--- src/logic/hps_pkg.sv ---
// Shared constants for the host port select mux.
// Assumes a single 20 MHz system clock and a synchronous active-high reset.
package hps_pkg;

    // Clock and UART rate
    localparam int unsigned CLK_HZ        = 20_000_000;
    localparam int unsigned BAUD_DEFAULT  = 9600;
    localparam logic [15:0] BAUD_DIV_RST  = 16'(CLK_HZ / BAUD_DEFAULT);

    // Shared pin positions
    localparam int unsigned PIN_TXD_MISO  = 0;
    localparam int unsigned PIN_RXD_MOSI  = 1;
    localparam int unsigned PIN_SCL_SCLK  = 2;
    localparam int unsigned PIN_SDA_CS    = 3;
    localparam int unsigned PIN_COUNT     = 4;
    localparam int unsigned PULL_COUNT    = 5;

    // Values after reset
    localparam logic [3:0]  PIN_OE_N_RST  = 4'hf;
    localparam logic [3:0]  PIN_OUT_RST   = 4'h0;
    localparam logic [3:0]  PIN_IN_RST    = 4'hf;
    localparam logic [4:0]  PULL_EN_RST   = 5'h1f;
    localparam logic [7:0]  BYTE_ONE      = 8'h01;

    // Start-up sequence: two cycles fill the strap synchroniser, one samples it
    typedef enum logic [1:0] {
        HPS_ST_FILL1 = 2'b00,
        HPS_ST_FILL2 = 2'b01,
        HPS_ST_FILL3 = 2'b11,
        HPS_ST_RUN   = 2'b10
    } hps_state_t;

endpackage

--- src/logic/hps_mux.sv ---
// Host port select mux: maps four shared pins to UART plus I2C or to SPI.
// Assumes peripheral cores on clk_sys; pins arrive asynchronously.
//
// How it works
// RL1: Strap high gives UART and I2C on pins; low gives SPI.
// RL2: SPI never runs together with UART or I2C; SPI disables both.
// RL3: Enabled indicator is active whenever its port is on and outgoing bytes reach the threshold, or one byte when the threshold is 0.
// RL4: Each port has its own indicator pin, never shared.
// RL5: Indicator polarity and byte threshold configurable; off after reset. The pin resets low, the active level when active_high is low.
// RL6: Host may wait on the indicator instead of polling I2C or SPI.
// RL7: UART rate configurable, 9600 baud after reset.
// RL8: UART is asynchronous only, with no handshake lines.
// RL9: In power save, a receive pin change raises a wake event in UART mode only.
// RL10: All pins pulled up; open strap selects UART and I2C.
// RL11: Strap sampled once leaving reset, mapping held until next reset.
`timescale 1ns/1ps
`default_nettype none

module hps_mux (
    // Clock and reset
    input  wire logic        clk_sys,
    input  wire logic        clk_en,
    input  wire logic        srst,
    // Strap and shared pins
    input  wire logic        strap_sel,
    input  wire logic [3:0]  pin_in,
    output logic      [3:0]  pin_out,
    output logic      [3:0]  pin_oe_n,
    output logic      [4:0]  pull_en,
    // Port enables
    output logic             uart_on,
    output logic             i2c_on,
    output logic             spi_on,
    // UART core side
    input  wire logic        uart_txd,
    output logic             uart_rxd,
    input  wire logic        baud_load,
    input  wire logic [15:0] baud_div_cfg,
    output logic      [15:0] baud_div,
    // I2C core side, open drain
    input  wire logic        i2c_scl_pull_low,
    input  wire logic        i2c_sda_pull_low,
    output logic             i2c_scl,
    output logic             i2c_sda,
    // SPI core side
    input  wire logic        spi_miso,
    output logic             spi_mosi,
    output logic             spi_sclk,
    output logic             spi_cs_n,
    // Power save wake
    input  wire logic        power_save,
    output logic             wake_pulse,
    // Transmit-pending configuration and state, per port
    input  wire logic [2:0]  txr_enable,
    input  wire logic [2:0]  txr_active_high,
    input  wire logic [7:0]  uart_txr_threshold,
    input  wire logic [7:0]  i2c_txr_threshold,
    input  wire logic [7:0]  spi_txr_threshold,
    input  wire logic [7:0]  uart_tx_bytes,
    input  wire logic [7:0]  i2c_tx_bytes,
    input  wire logic [7:0]  spi_tx_bytes,
    // Transmit-pending indicator pins
    output logic             uart_txr_pin,
    output logic             i2c_txr_pin,
    output logic             spi_txr_pin
);

    typedef struct packed {
        hps_pkg::hps_state_t fsm;
        logic                strap_meta;
        logic                strap_sync;
        logic [3:0]          pin_meta;
        logic [3:0]          pin_sync;
        logic                uart_sel;
        logic                uart_on;
        logic                i2c_on;
        logic                spi_on;
        logic [3:0]          pin_out;
        logic [3:0]          pin_oe_n;
        logic [4:0]          pull_en;
        logic                uart_rxd;
        logic                i2c_scl;
        logic                i2c_sda;
        logic                spi_mosi;
        logic                spi_sclk;
        logic                spi_cs_n;
        logic [15:0]         baud_div;
        logic                rxd_last;
        logic                wake;
    } hps_mux_state_t;

    hps_mux_state_t st_reg;
    hps_mux_state_t st_next;

    ////////////////////////////////////////////////////////////////////////////
    // Next state
    always_comb begin
        st_next = st_reg;
        // Two-stage synchronisers for strap and pins
        st_next.strap_meta = strap_sel;
        st_next.strap_sync = st_reg.strap_meta;
        st_next.pin_meta   = pin_in;
        st_next.pin_sync   = st_reg.pin_meta;
        st_next.wake       = 1'b0;

        // RL11 sample strap once
        unique case (st_reg.fsm)
            hps_pkg::HPS_ST_FILL1: st_next.fsm = hps_pkg::HPS_ST_FILL2;
            hps_pkg::HPS_ST_FILL2: st_next.fsm = hps_pkg::HPS_ST_FILL3;
            // Synchroniser now holds the strap level, not its reset value
            hps_pkg::HPS_ST_FILL3: begin
                st_next.fsm      = hps_pkg::HPS_ST_RUN;
                st_next.uart_sel = st_reg.strap_sync;
            end
            hps_pkg::HPS_ST_RUN: st_next.fsm = hps_pkg::HPS_ST_RUN;
        endcase

        // RL2 exclusive port enables
        st_next.uart_on = (st_next.fsm == hps_pkg::HPS_ST_RUN) && st_next.uart_sel;
        st_next.i2c_on  = (st_next.fsm == hps_pkg::HPS_ST_RUN) && st_next.uart_sel;
        st_next.spi_on  = (st_next.fsm == hps_pkg::HPS_ST_RUN) && !st_next.uart_sel;

        // RL10 pull-ups always on
        st_next.pull_en = hps_pkg::PULL_EN_RST;

        // RL1 pin mapping
        // RL8 only data lines, no handshake
        st_next.pin_out  = hps_pkg::PIN_OUT_RST;
        st_next.pin_oe_n = hps_pkg::PIN_OE_N_RST;
        if (st_reg.uart_on) begin
            st_next.pin_out[hps_pkg::PIN_TXD_MISO]  = uart_txd;
            st_next.pin_oe_n[hps_pkg::PIN_TXD_MISO] = 1'b0;
            st_next.pin_oe_n[hps_pkg::PIN_SCL_SCLK] = !i2c_scl_pull_low;
            st_next.pin_oe_n[hps_pkg::PIN_SDA_CS]   = !i2c_sda_pull_low;
        end else if (st_reg.spi_on) begin
            // MISO driven only while selected
            st_next.pin_out[hps_pkg::PIN_TXD_MISO]  = spi_miso;
            st_next.pin_oe_n[hps_pkg::PIN_TXD_MISO] = st_reg.pin_sync[hps_pkg::PIN_SDA_CS];
        end

        // Core inputs, idle levels for inactive ports
        st_next.uart_rxd = st_reg.uart_on ? st_reg.pin_sync[hps_pkg::PIN_RXD_MOSI] : 1'b1;
        st_next.i2c_scl  = st_reg.i2c_on ? st_reg.pin_sync[hps_pkg::PIN_SCL_SCLK] : 1'b1;
        st_next.i2c_sda  = st_reg.i2c_on ? st_reg.pin_sync[hps_pkg::PIN_SDA_CS] : 1'b1;
        st_next.spi_mosi = st_reg.spi_on && st_reg.pin_sync[hps_pkg::PIN_RXD_MOSI];
        st_next.spi_sclk = st_reg.spi_on && st_reg.pin_sync[hps_pkg::PIN_SCL_SCLK];
        st_next.spi_cs_n = st_reg.spi_on ? st_reg.pin_sync[hps_pkg::PIN_SDA_CS] : 1'b1;

        // RL7 baud divisor load
        if (baud_load) begin
            st_next.baud_div = baud_div_cfg;
        end

        // RL9 wake on receive change
        st_next.rxd_last = st_reg.pin_sync[hps_pkg::PIN_RXD_MOSI];
        st_next.wake     = power_save && st_reg.uart_on
                           && (st_reg.rxd_last != st_reg.pin_sync[hps_pkg::PIN_RXD_MOSI]);
    end

    ////////////////////////////////////////////////////////////////////////////
    // State register, frozen while clk_en and srst are both low
    always_ff @(posedge clk_sys) begin
        if (srst) begin
            st_reg            <= '0;
            st_reg.fsm        <= hps_pkg::HPS_ST_FILL1;
            st_reg.strap_meta <= 1'b1;
            st_reg.strap_sync <= 1'b1;
            st_reg.uart_sel   <= 1'b1;
            st_reg.pin_meta   <= hps_pkg::PIN_IN_RST;
            st_reg.pin_sync   <= hps_pkg::PIN_IN_RST;
            st_reg.rxd_last   <= 1'b1;
            st_reg.pin_out    <= hps_pkg::PIN_OUT_RST;
            st_reg.pin_oe_n   <= hps_pkg::PIN_OE_N_RST;
            st_reg.pull_en    <= hps_pkg::PULL_EN_RST;
            st_reg.uart_rxd   <= 1'b1;
            st_reg.i2c_scl    <= 1'b1;
            st_reg.i2c_sda    <= 1'b1;
            st_reg.spi_cs_n   <= 1'b1;
            st_reg.baud_div   <= hps_pkg::BAUD_DIV_RST;
        end else if (clk_en) begin
            st_reg <= st_next;
        end
    end

    // Outputs straight from the state register
    assign pin_out    = st_reg.pin_out;
    assign pin_oe_n   = st_reg.pin_oe_n;
    assign pull_en    = st_reg.pull_en;
    assign uart_on    = st_reg.uart_on;
    assign i2c_on     = st_reg.i2c_on;
    assign spi_on     = st_reg.spi_on;
    assign uart_rxd   = st_reg.uart_rxd;
    assign i2c_scl    = st_reg.i2c_scl;
    assign i2c_sda    = st_reg.i2c_sda;
    assign spi_mosi   = st_reg.spi_mosi;
    assign spi_sclk   = st_reg.spi_sclk;
    assign spi_cs_n   = st_reg.spi_cs_n;
    assign baud_div   = st_reg.baud_div;
    assign wake_pulse = st_reg.wake;

    ////////////////////////////////////////////////////////////////////////////
    // RL4 one indicator per port
    hps_txr_ind u_txr_uart (
        .clk_sys       (clk_sys),
        .clk_en        (clk_en),
        .srst          (srst),
        .ind_enable    (txr_enable[0]),
        .active_high   (txr_active_high[0]),
        .threshold     (uart_txr_threshold),
        .port_on       (st_reg.uart_on),
        .pending_bytes (uart_tx_bytes),
        .ind_pin       (uart_txr_pin)
    );

    hps_txr_ind u_txr_i2c (
        .clk_sys       (clk_sys),
        .clk_en        (clk_en),
        .srst          (srst),
        .ind_enable    (txr_enable[1]),
        .active_high   (txr_active_high[1]),
        .threshold     (i2c_txr_threshold),
        .port_on       (st_reg.i2c_on),
        .pending_bytes (i2c_tx_bytes),
        .ind_pin       (i2c_txr_pin)
    );

    hps_txr_ind u_txr_spi (
        .clk_sys       (clk_sys),
        .clk_en        (clk_en),
        .srst          (srst),
        .ind_enable    (txr_enable[2]),
        .active_high   (txr_active_high[2]),
        .threshold     (spi_txr_threshold),
        .port_on       (st_reg.spi_on),
        .pending_bytes (spi_tx_bytes),
        .ind_pin       (spi_txr_pin)
    );

    ////////////////////////////////////////////////////////////////////////////
    // Checks
    a_spi_excludes_others: assert property (@(posedge clk_sys) disable iff (srst) // RL2
        !(spi_on && (uart_on || i2c_on)))
        else $error("SPI active together with UART or I2C");

    a_uart_maps_txd: assert property (@(posedge clk_sys) disable iff (srst) // RL1
        clk_en && uart_on |=> !pin_oe_n[0] && pin_out[0] == $past(uart_txd))
        else $error("UART transmit not on shared pin");

    a_spi_inputs_only: assert property (@(posedge clk_sys) disable iff (srst) // RL1
        spi_on |-> pin_oe_n[3:1] == 3'h7)
        else $error("SPI input pins driven");

    a_map_held_fixed: assert property (@(posedge clk_sys) disable iff (srst) // RL11
        (uart_on || spi_on) |=> $stable(uart_on) && $stable(spi_on))
        else $error("pin mapping changed after start-up");

    a_map_after_start: assert property (@(posedge clk_sys) disable iff (srst) // RL11
        $fell(srst) && clk_en ##1 clk_en [*2]
        |-> !(uart_on || spi_on) ##1 (uart_on || spi_on))
        else $error("no port selected after start-up");

    a_baud_reset_value: assert property (@(posedge clk_sys) // RL7
        $past(srst) |-> baud_div == hps_pkg::BAUD_DIV_RST)
        else $error("baud divisor wrong after reset");

    a_wake_on_change: assert property (@(posedge clk_sys) disable iff (srst) // RL9
        clk_en && power_save && uart_on && st_reg.rxd_last != st_reg.pin_sync[1]
        |=> wake_pulse)
        else $error("receive change in power save gave no wake");

    a_pullups_on: assert property (@(posedge clk_sys) disable iff (srst) // RL10
        pull_en == hps_pkg::PULL_EN_RST)
        else $error("pull-up disabled");

endmodule

`default_nettype wire

--- src/logic/hps_txr_ind.sv ---
// Transmit-pending indicator for one host port.
// Assumes byte count and configuration come from logic on clk_sys.
`timescale 1ns/1ps
`default_nettype none

module hps_txr_ind (
    // Clock and reset
    input  wire logic       clk_sys,
    input  wire logic       clk_en,
    input  wire logic       srst,
    // Configuration
    input  wire logic       ind_enable,
    input  wire logic       active_high,
    input  wire logic [7:0] threshold,
    // Port state
    input  wire logic       port_on,
    input  wire logic [7:0] pending_bytes,
    // Indicator pin
    output logic            ind_pin
);

    typedef struct packed {
        logic ind;
    } hps_txr_state_t;

    hps_txr_state_t st_reg;
    hps_txr_state_t st_next;
    logic           active;
    logic [7:0]     level;

    ////////////////////////////////////////////////////////////////////////////
    // RL3 assert when pending
    // RL5 threshold and polarity
    always_comb begin
        level   = (threshold == 8'h00) ? hps_pkg::BYTE_ONE : threshold;
        active  = ind_enable && port_on && (pending_bytes >= level);
        st_next = st_reg;
        st_next.ind = active ? active_high : ~active_high;
    end

    // State register
    always_ff @(posedge clk_sys) begin
        if (srst) begin
            st_reg <= '0;
        end else if (clk_en) begin
            st_reg <= st_next;
        end
    end

    assign ind_pin = st_reg.ind;

    ////////////////////////////////////////////////////////////////////////////
    // Checks
    a_ind_pending_level: assert property (@(posedge clk_sys) disable iff (srst) // RL3
        clk_en && ind_enable && port_on && pending_bytes >= level
        |=> ind_pin == $past(active_high))
        else $error("indicator not active with bytes pending");

    a_ind_idle_level: assert property (@(posedge clk_sys) disable iff (srst) // RL5
        clk_en && (!ind_enable || pending_bytes < level)
        |=> ind_pin != $past(active_high))
        else $error("indicator active while disabled or below threshold");

endmodule

`default_nettype wire

--- config.mk ---
export PLATFORM = sky130hd
export DESIGN_NAME = hps_mux
export DESIGN_NICKNAME = d
export VERILOG_FILES = /design/src/logic/hps_pkg.sv /design/src/logic/hps_mux.sv /design/src/logic/hps_txr_ind.sv
export SDC_FILE = /design/constraint.sdc
export NUM_CORES = 1
export LEC_CHECK = 0
export ABC_AREA = 1
export BUFFER_PORTS_ARGS = -buffer_cell sky130_fd_sc_hd__buf_2
export CAP_MARGIN = 0
export CORE_ASPECT_RATIO = 0.7
export CORE_UTILIZATION = 42
export DETAILED_ROUTE_END_ITERATION = 10
export PLACE_DENSITY = 0.77
export SLEW_MARGIN = 40
export SYNTH_ARGS = -nofsm -noshare
export SYNTH_HDL_FRONTEND = slang
export SYNTH_SLANG_ARGS = --single-unit
export TNS_END_PERCENT = 10
--- constraint.sdc ---
create_clock -name clk_sys -period 1.8 [get_ports clk_sys]
set_clock_uncertainty 0.15 [all_clocks]
set_input_delay 0.54 -clock clk_sys [delete_from_list [all_inputs] [get_ports clk_sys]]
set_output_delay 0.54 -clock clk_sys [all_outputs]
set_load 0.1 [all_outputs]
==> results of run 1 <==
[stage by stage]
step	total power, W	setup WS [ps]	area, sq um
after floorplan	0.00171	-171	2590
after global placement	0.00185	-355	3180
after detailed placement	0.00187	-415	3180
after CTS	0.00265	-51.8	3330
after global routing	0.00278	-204	3370
final	0.00263	-67.6	3370
[where the power goes]
part           internal, W  switching (W)  leakage [nW]
clock network     0.000418       0.000349        0.0548
registers          0.00103      0.0000305         0.363
logic             0.000235       0.000571          1.42
total              0.00168       0.000951          1.84
[worst max-delay path: stages]
cell     delay (ps)
buf_2           120
nor4_4          270
a41o_1          190
ha_1            220
nand2_1          60
nor2_1           40
nor2_1           80
nand2_1          50
nand2_1          50
nand2_1          60
nand3_1          60
nand2_1          50
nor2_1           80
nor2_1           40
[final cells by class]
class	instances	area, sq um	share of cell area (%)
multi-input combinational	239	1280	38.1
sequential	44	882	26.2
timing repair buffer	134	826	24.5
inverter	45	169	5.01
tap	75	93.8	2.78
clock buffer	5	68.8	2.04
clock inverter	3	46.3	1.37
[worst max-delay path by stage]
stage | startpoint | end | slack (ps)
3_3_place_gp | i2c_txr_threshold[6] | u_txr_i2c.ind_pin$_SDFFE_PP0P_ | -360
6_report | uart_txr_threshold[4] | u_txr_uart.ind_pin$_SDFFE_PP0P_ | -70
4_1_cts | i2c_txr_threshold[2] | u_txr_i2c.ind_pin$_SDFFE_PP0P_ | -50
5_1_grt | i2c_txr_threshold[1] | u_txr_i2c.ind_pin$_SDFFE_PP0P_ | -200
2_1_floorplan | spi_txr_threshold[2] | u_txr_spi.ind_pin$_SDFFE_PP0P_ | -170
3_5_place_dp | spi_txr_threshold[2] | u_txr_spi.ind_pin$_SDFFE_PP0P_ | -410
[per-layer routing]
| metal | vias up | wire (microns) | global-route usage [%] |
|---|---|---|---|
| met5 | - | 0 | 0 |
| met4 | 0 | 19 | 3.79 |
| met3 | 3 | 372 | 5.41 |
| met2 | 79 | 2740 | 34.6 |
| met1 | 1114 | 2670 | 20.8 |
| li1 | 1327 | - | - |
[timing repair]
item	in CTS	in global routing
setup endpoints to repair	3	12
gates resized for setup	5	13
pin swaps	4	0
[cell usage in the layout (no fill, tap or decap), types with 5 or more instances in the layout]
cell        n
dfxtp_1    43
ha_1       24
buf_2     100
nor2_1     42
conb_1      9
o21ai_0    17
o21ai_1     6
inv_1      41
a21oi_1    23
clkbuf_8    5
buf_12      5
nand3_1    19
nand2_1    81
buf_4      18
clkbuf_4    9
[cell families after synthesis]
group	count (synthesis)
AOI/OAI and AO/OA	56
adders and majority gates	24
buffers and inverters	87
DFF	44
other	2
and+or+nand+nor	150
==> flow_summary.toml, run 1 <==
[global_routing]
grt-ovfl-total = 0
antenna_found_initial = 0
grt_max_degree = 19
grt_pass1_vias = 2319
grt_pass1_wl_microns = 9360
track_usage_pct = 18.5

[clocking]
cts_buffers = 5
htreeDepth = 2
clockBufferDepth = 2
cts_root_buf = "clkbuf_8"
postCtsSetupBuffers = 0
clock_latency_ps = 290
holdBufCountCts = 0
cts_tree = "done"
cts_sinks = 44
clkTransAtPathRegs_ps = 80

[yosys]
seq_area_frac_synth_pct = 34.4
synthCells = 363
synth_top_family_by_area = "simple AND/OR/NAND/NOR gates"
post-synth-top-count-cell = "nand2_1"
ys_types = 21
synth_ff_type = "dfxtp_1"
synth_xor_area_share_pct = 0
synth_mux_area_share_pct = 0
yosys.area_share.simple_pct = 23.5
syn_area_per_cell_sq_um = 7.06
synth_compound_area_share_pct = 12.1
synth_adder_area_share_pct = 11.7
synth_edf_count = 0
async_flop_share_pct = 0
ys_warn_count = 0
yosys.area.top_type = "dfxtp_1"
ys_ff_latch = 44
synth_top_cells_by_area = "dfxtp_1 (34%), nand2_1 (12%), ha_1 (12%)"
yosys.area.top_type_share_pct = 34.4
syn_area_sq_um = 2560
synth_commonest_cells = "nand2_1 (82), dfxtp_1 (44), nor2_1 (42)"

[sta]
drv_slew = 0
fmax_mhz = 535
fin_ws_ps = -67.6
fin_hold_ws_ps = 290
setup_viol = 3
rsz0062_at_grt = "true"
fin_crit_ps = 1870
finalHoldViolations = 0
tns_ps = -117
period_share_pct = 104

[die]
io_pins = 126
start_util_pct = 44.1
die_h_microns = 67.3
die_area_sq_um = 6420
die_w_microns = 95.3
core_sq_um = 5810
rows = 23

[power]
p_per_area_nw_per_um2 = 781
p_leak_nw = 1.84
vdd_drop_max_uv = 466

[job]
maxCapViolCount = 0

[critical_path]
crit_required_ps = 1840
reg2reg_from = "i2c_on$_SDFFE_PP0P_"
r2r_cells = 6
startpoint_type = "input port"
arrival_ps = 1910
r2r_slack_ps = 620
rr_endpoint = "u_txr_i2c.ind_pin$_SDFFE_PP0P_"
cp-end-kind = "register"
cp_max_fo = 2
worstSetupPathType = "input port to register"

[place]
hpwl_microns = 4630
placed_cells = 537
io_buffers = 115
place.gp.congestion = 0.809

[final_layout]
drive_above_1_share_pct = 32.8
final_nets = 577
largest_reg_flops = 16
fillers = 545
finalNonFillerCells = 545
syn2layout_area_growth_pct = 31.6
fin_util_pct = 58.0
num_antenna_cells = 0

[route]
route.vias.total = 2523
post-route-drc-count = 0
ant_nets = 0
wl_per_cell_microns = 10.7
via_per_inst = 4.63
wl_microns = 5810
drtIter0Drc = 82
drtPass1Iterations = 4

[outcome]
violations = "setup timing"
status = "finished, violations left"

[worst_hold_path]
holdPathEnd = "baud_div[0]$_SDFFE_PP1P_"
worstHoldPathType = "input port to register"
holdPathStages = 3
worstHoldStart = "baud_div_cfg[0]"
Note: power is estimated with default switching activity, not from simulation.
==> run 2, diff against run 1 <==
--- a/config.mk
+++ b/config.mk
@@ -15,5 +15,6 @@
 export SLEW_MARGIN = 40
 export SYNTH_ARGS = -nofsm -noshare
 export SYNTH_HDL_FRONTEND = slang
+export SYNTH_HIERARCHICAL = 1
 export SYNTH_SLANG_ARGS = --single-unit
 export TNS_END_PERCENT = 10
==> run 2 against run 1 <==
Compared with the run above:
- the flow still finishes with violations (setup timing)
- setup slack better by 7.3 ps
- maximum frequency up 0.39%
- power up 3.5%
- synthesized area stayed put
- design area decreased by 2.2%
- count of clock-buffer cells in the layout is the same
- global-route usage about the same
- sequential share of layout area rose by 0.60 points
- sequential power about the same
- hold slack improved by 13 ps
- first-iteration DRC count down 8.5%
- wire length grew 4.0%
==> flow_summary.toml, run 2 <==
[route]
wl_microns = 6040
drtPass1Iterations = 4
post-route-drc-count = 0
wl_per_cell_microns = 11.2
ant_nets = 0
via_per_inst = 4.61
drtIter0Drc = 75
route.vias.total = 2476

[yosys]
ys_types = 23
async_flop_share_pct = 0
ys_ff_latch = 44
seq_area_frac_synth_pct = 34.4
synth_ff_type = "dfxtp_1"
synth_edf_count = 0
synth_top_cells_by_area = "dfxtp_1 (34%), ha_1 (12%), nand2_1 (12%)"
ys_warn_count = 6
synth_commonest_cells = "nand2_1 (80), dfxtp_1 (44), inv_1 (42)"
synthCells = 358
yosys.area.top_type_share_pct = 34.4
syn_area_per_cell_sq_um = 7.15
yosys.area.top_type = "dfxtp_1"
syn_area_sq_um = 2560
post-synth-top-count-cell = "nand2_1"

[critical_path]
r2r_slack_ps = 570
r2r_cells = 5
cp_max_fo = 2
cp-end-kind = "register"
crit_required_ps = 1840
startpoint_type = "input port"
reg2reg_from = "i2c_on$_SDFFE_PP0P_"
rr_endpoint = "pin_oe_n[3]$_SDFFE_PP1P_"
worstSetupPathType = "input port to register"
worstSetupStartpoint = "i2c_txr_threshold[5]"
arrival_ps = 1900

[die]
die_h_microns = 67.3
rows = 23
start_util_pct = 44.1
core_sq_um = 5810
die_area_sq_um = 6420
die_w_microns = 95.3
io_pins = 126

[place]
hpwl_microns = 4840
io_buffers = 115
placed_cells = 530
place.gp.congestion = 0.801

[final_layout]
seqCellArea_sq_um = 882
drive_above_1_share_pct = 32.3
syn2layout_area_growth_pct = 28.7
finalNonFillerCells = 537
largest_reg_flops = 16
final_nets = 570
fillers = 566
num_antenna_cells = 0
mostFrequentLayoutCells = "buf_2 (110), nand2_1 (80), dfxtp_1 (43)"
multi_input_area_sq_um = 1290
final_common_cell = "buf_2"

[power]
p_leak_nw = 1.85
clkPwrFrac_pct = 31.6
p_total_w = 0.00272
p_int_w = 0.00179
vdd_drop_max_uv = 449
p_comb_share_pct = 29.5
p_sw_share_pct = 34.1
seq_power_share_pct = 38.9
p_per_area_nw_per_um2 = 826
p_sw_w = 0.000929

[outcome]
violations = "setup timing"
status = "finished, violations left"

[worst_hold_path]
worstHoldPathType = "input port to register"
holdPathStages = 3
worstHoldStart = "baud_div_cfg[5]"
holdPathEnd = "baud_div[5]$_SDFFE_PP1P_"

[global_routing]
grt_max_degree = 29
grt_pass1_vias = 2183
track_usage_pct = 18.4
grt_pass1_wl_microns = 9290
antenna_found_initial = 0
grt-ovfl-total = 0

[sta]
fin_crit_ps = 1860
tns_ps = -101
finalHoldViolations = 0
period_share_pct = 103
fmax_mhz = 538
drv_slew = 0
setup_viol = 3
rsz0062_at_grt = "true"
fin_ws_ps = -60.3

[clocking]
clockBufferDepth = 2
postCtsSetupBuffers = 0
htreeDepth = 2
clkTransAtPathRegs_ps = 80
cts_tree = "done"
cts_sinks = 44
cts_root_buf = "clkbuf_8"
clock_latency_ps = 290
cts_buffers = 5

[job]
maxCapViolCount = 0
==> run 2: cell types whose count changed in the layout (fill, tap and decap cells not counted), sizes merged, moves of 2 or more <==
cell	before	now
clkbuf	14	7
nand2	84	81
nand4	0	3
o22ai	3	0
o211ai	1	3
buf	125	127
o21ai	23	14
o21bai	0	3
nand3	21	28
o21a	3	0
a21o	0	3
a21oi	23	19
==> run 2: what timing repair did <==
item | 4_1_cts | 5_1_grt
hold buffers | 0 | 0
pin swaps | 4 | 0
endpoints found under the setup margin | 3 | 5
gates resized for setup | 4 | 3
==> run 2: worst max-delay path by stage <==
stage / end / slack, ps / cells past startpoint
final: u_txr_i2c/ind_pin$_SDFFE_PP0P_ / -60 / 15
after global routing: u_txr_spi/ind_pin$_SDFFE_PP0P_ / -190 / 15
after CTS: u_txr_spi/ind_pin$_SDFFE_PP0P_ / -30 / 15
after detailed placement: u_txr_uart/ind_pin$_SDFFE_PP0P_ / -380 / 15
after global placement: u_txr_uart/ind_pin$_SDFFE_PP0P_ / -360 / 15
after floorplan: u_txr_i2c/ind_pin$_SDFFE_PP0P_ / -100 / 14
==> run 2: cell families after synthesis <==
| kind of cell | Yosys count | synth area share, % |
|---|---|---|
| simple gates | 158 | 25.6 |
| fa+ha+maj | 24 | 11.7 |
| compound gates | 46 | 10.5 |
| buf+inv | 84 | 17.5 |
| other cells | 2 | 0.293 |
| flops | 44 | 34.4 |
==> run 2: power groups by stage <==
stage / registers [W] / logic [W] / clock network (W)
after floorplan: 0.00115 / 0.000572 / 0
after global placement: 0.00108 / 0.000776 / 0
after detailed placement: 0.00108 / 0.000794 / 0
after CTS: 0.00106 / 0.000800 / 0.000884
after global routing: 0.00107 / 0.000871 / 0.000933
final: 0.00106 / 0.000804 / 0.000860
==> run 2: routing by layer <==
layer  track usage (%)  part of all wire (%)  vias to the layer above
met1              21.6                    43                     1064
met3              4.05                   6.0                       16
li1                  -                     -                     1311
met5                 0                     0                        -
met4              5.68                   2.4                        0
met2              33.7                    48                       85
==> run 2: stage by stage <==
stage | cell area (sq um) | utilization, % | hold WS [ps] | worst slack, ps
2_1_floorplan | 2590 | - | 279 | -99.5
3_3_place_gp | 3130 | 53.8 | 289 | -356
6_report | 3300 | 56.7 | 303 | -60.3
3_5_place_dp | 3130 | 53.8 | 292 | -376
5_1_grt | 3300 | 56.7 | 297 | -193
4_1_cts | 3280 | 56.5 | 296 | -33.7
==> run 2: critical path, stage by stage <==
cell,delay [ps]
buf_2,120
nor4_4,280
a41o_1,190
ha_1,140
inv_1,40
nand2_1,40
nand2_1,50
nand2_1,50
nand2_1,40
nand2_1,70
nand3_2,80
nand3_1,80
nand2_1,50
nor2_1,80
nor2_1,50
==> run 2: layout make-up <==
class	instances	share of cell area, %
flip-flops and latches	44	26.8
multi-input cells	237	39.2
repair buffers	129	22.2
clock buffers	5	2.09
inverters	45	5.13
clock inverters	2	1.82
well taps	75	2.85
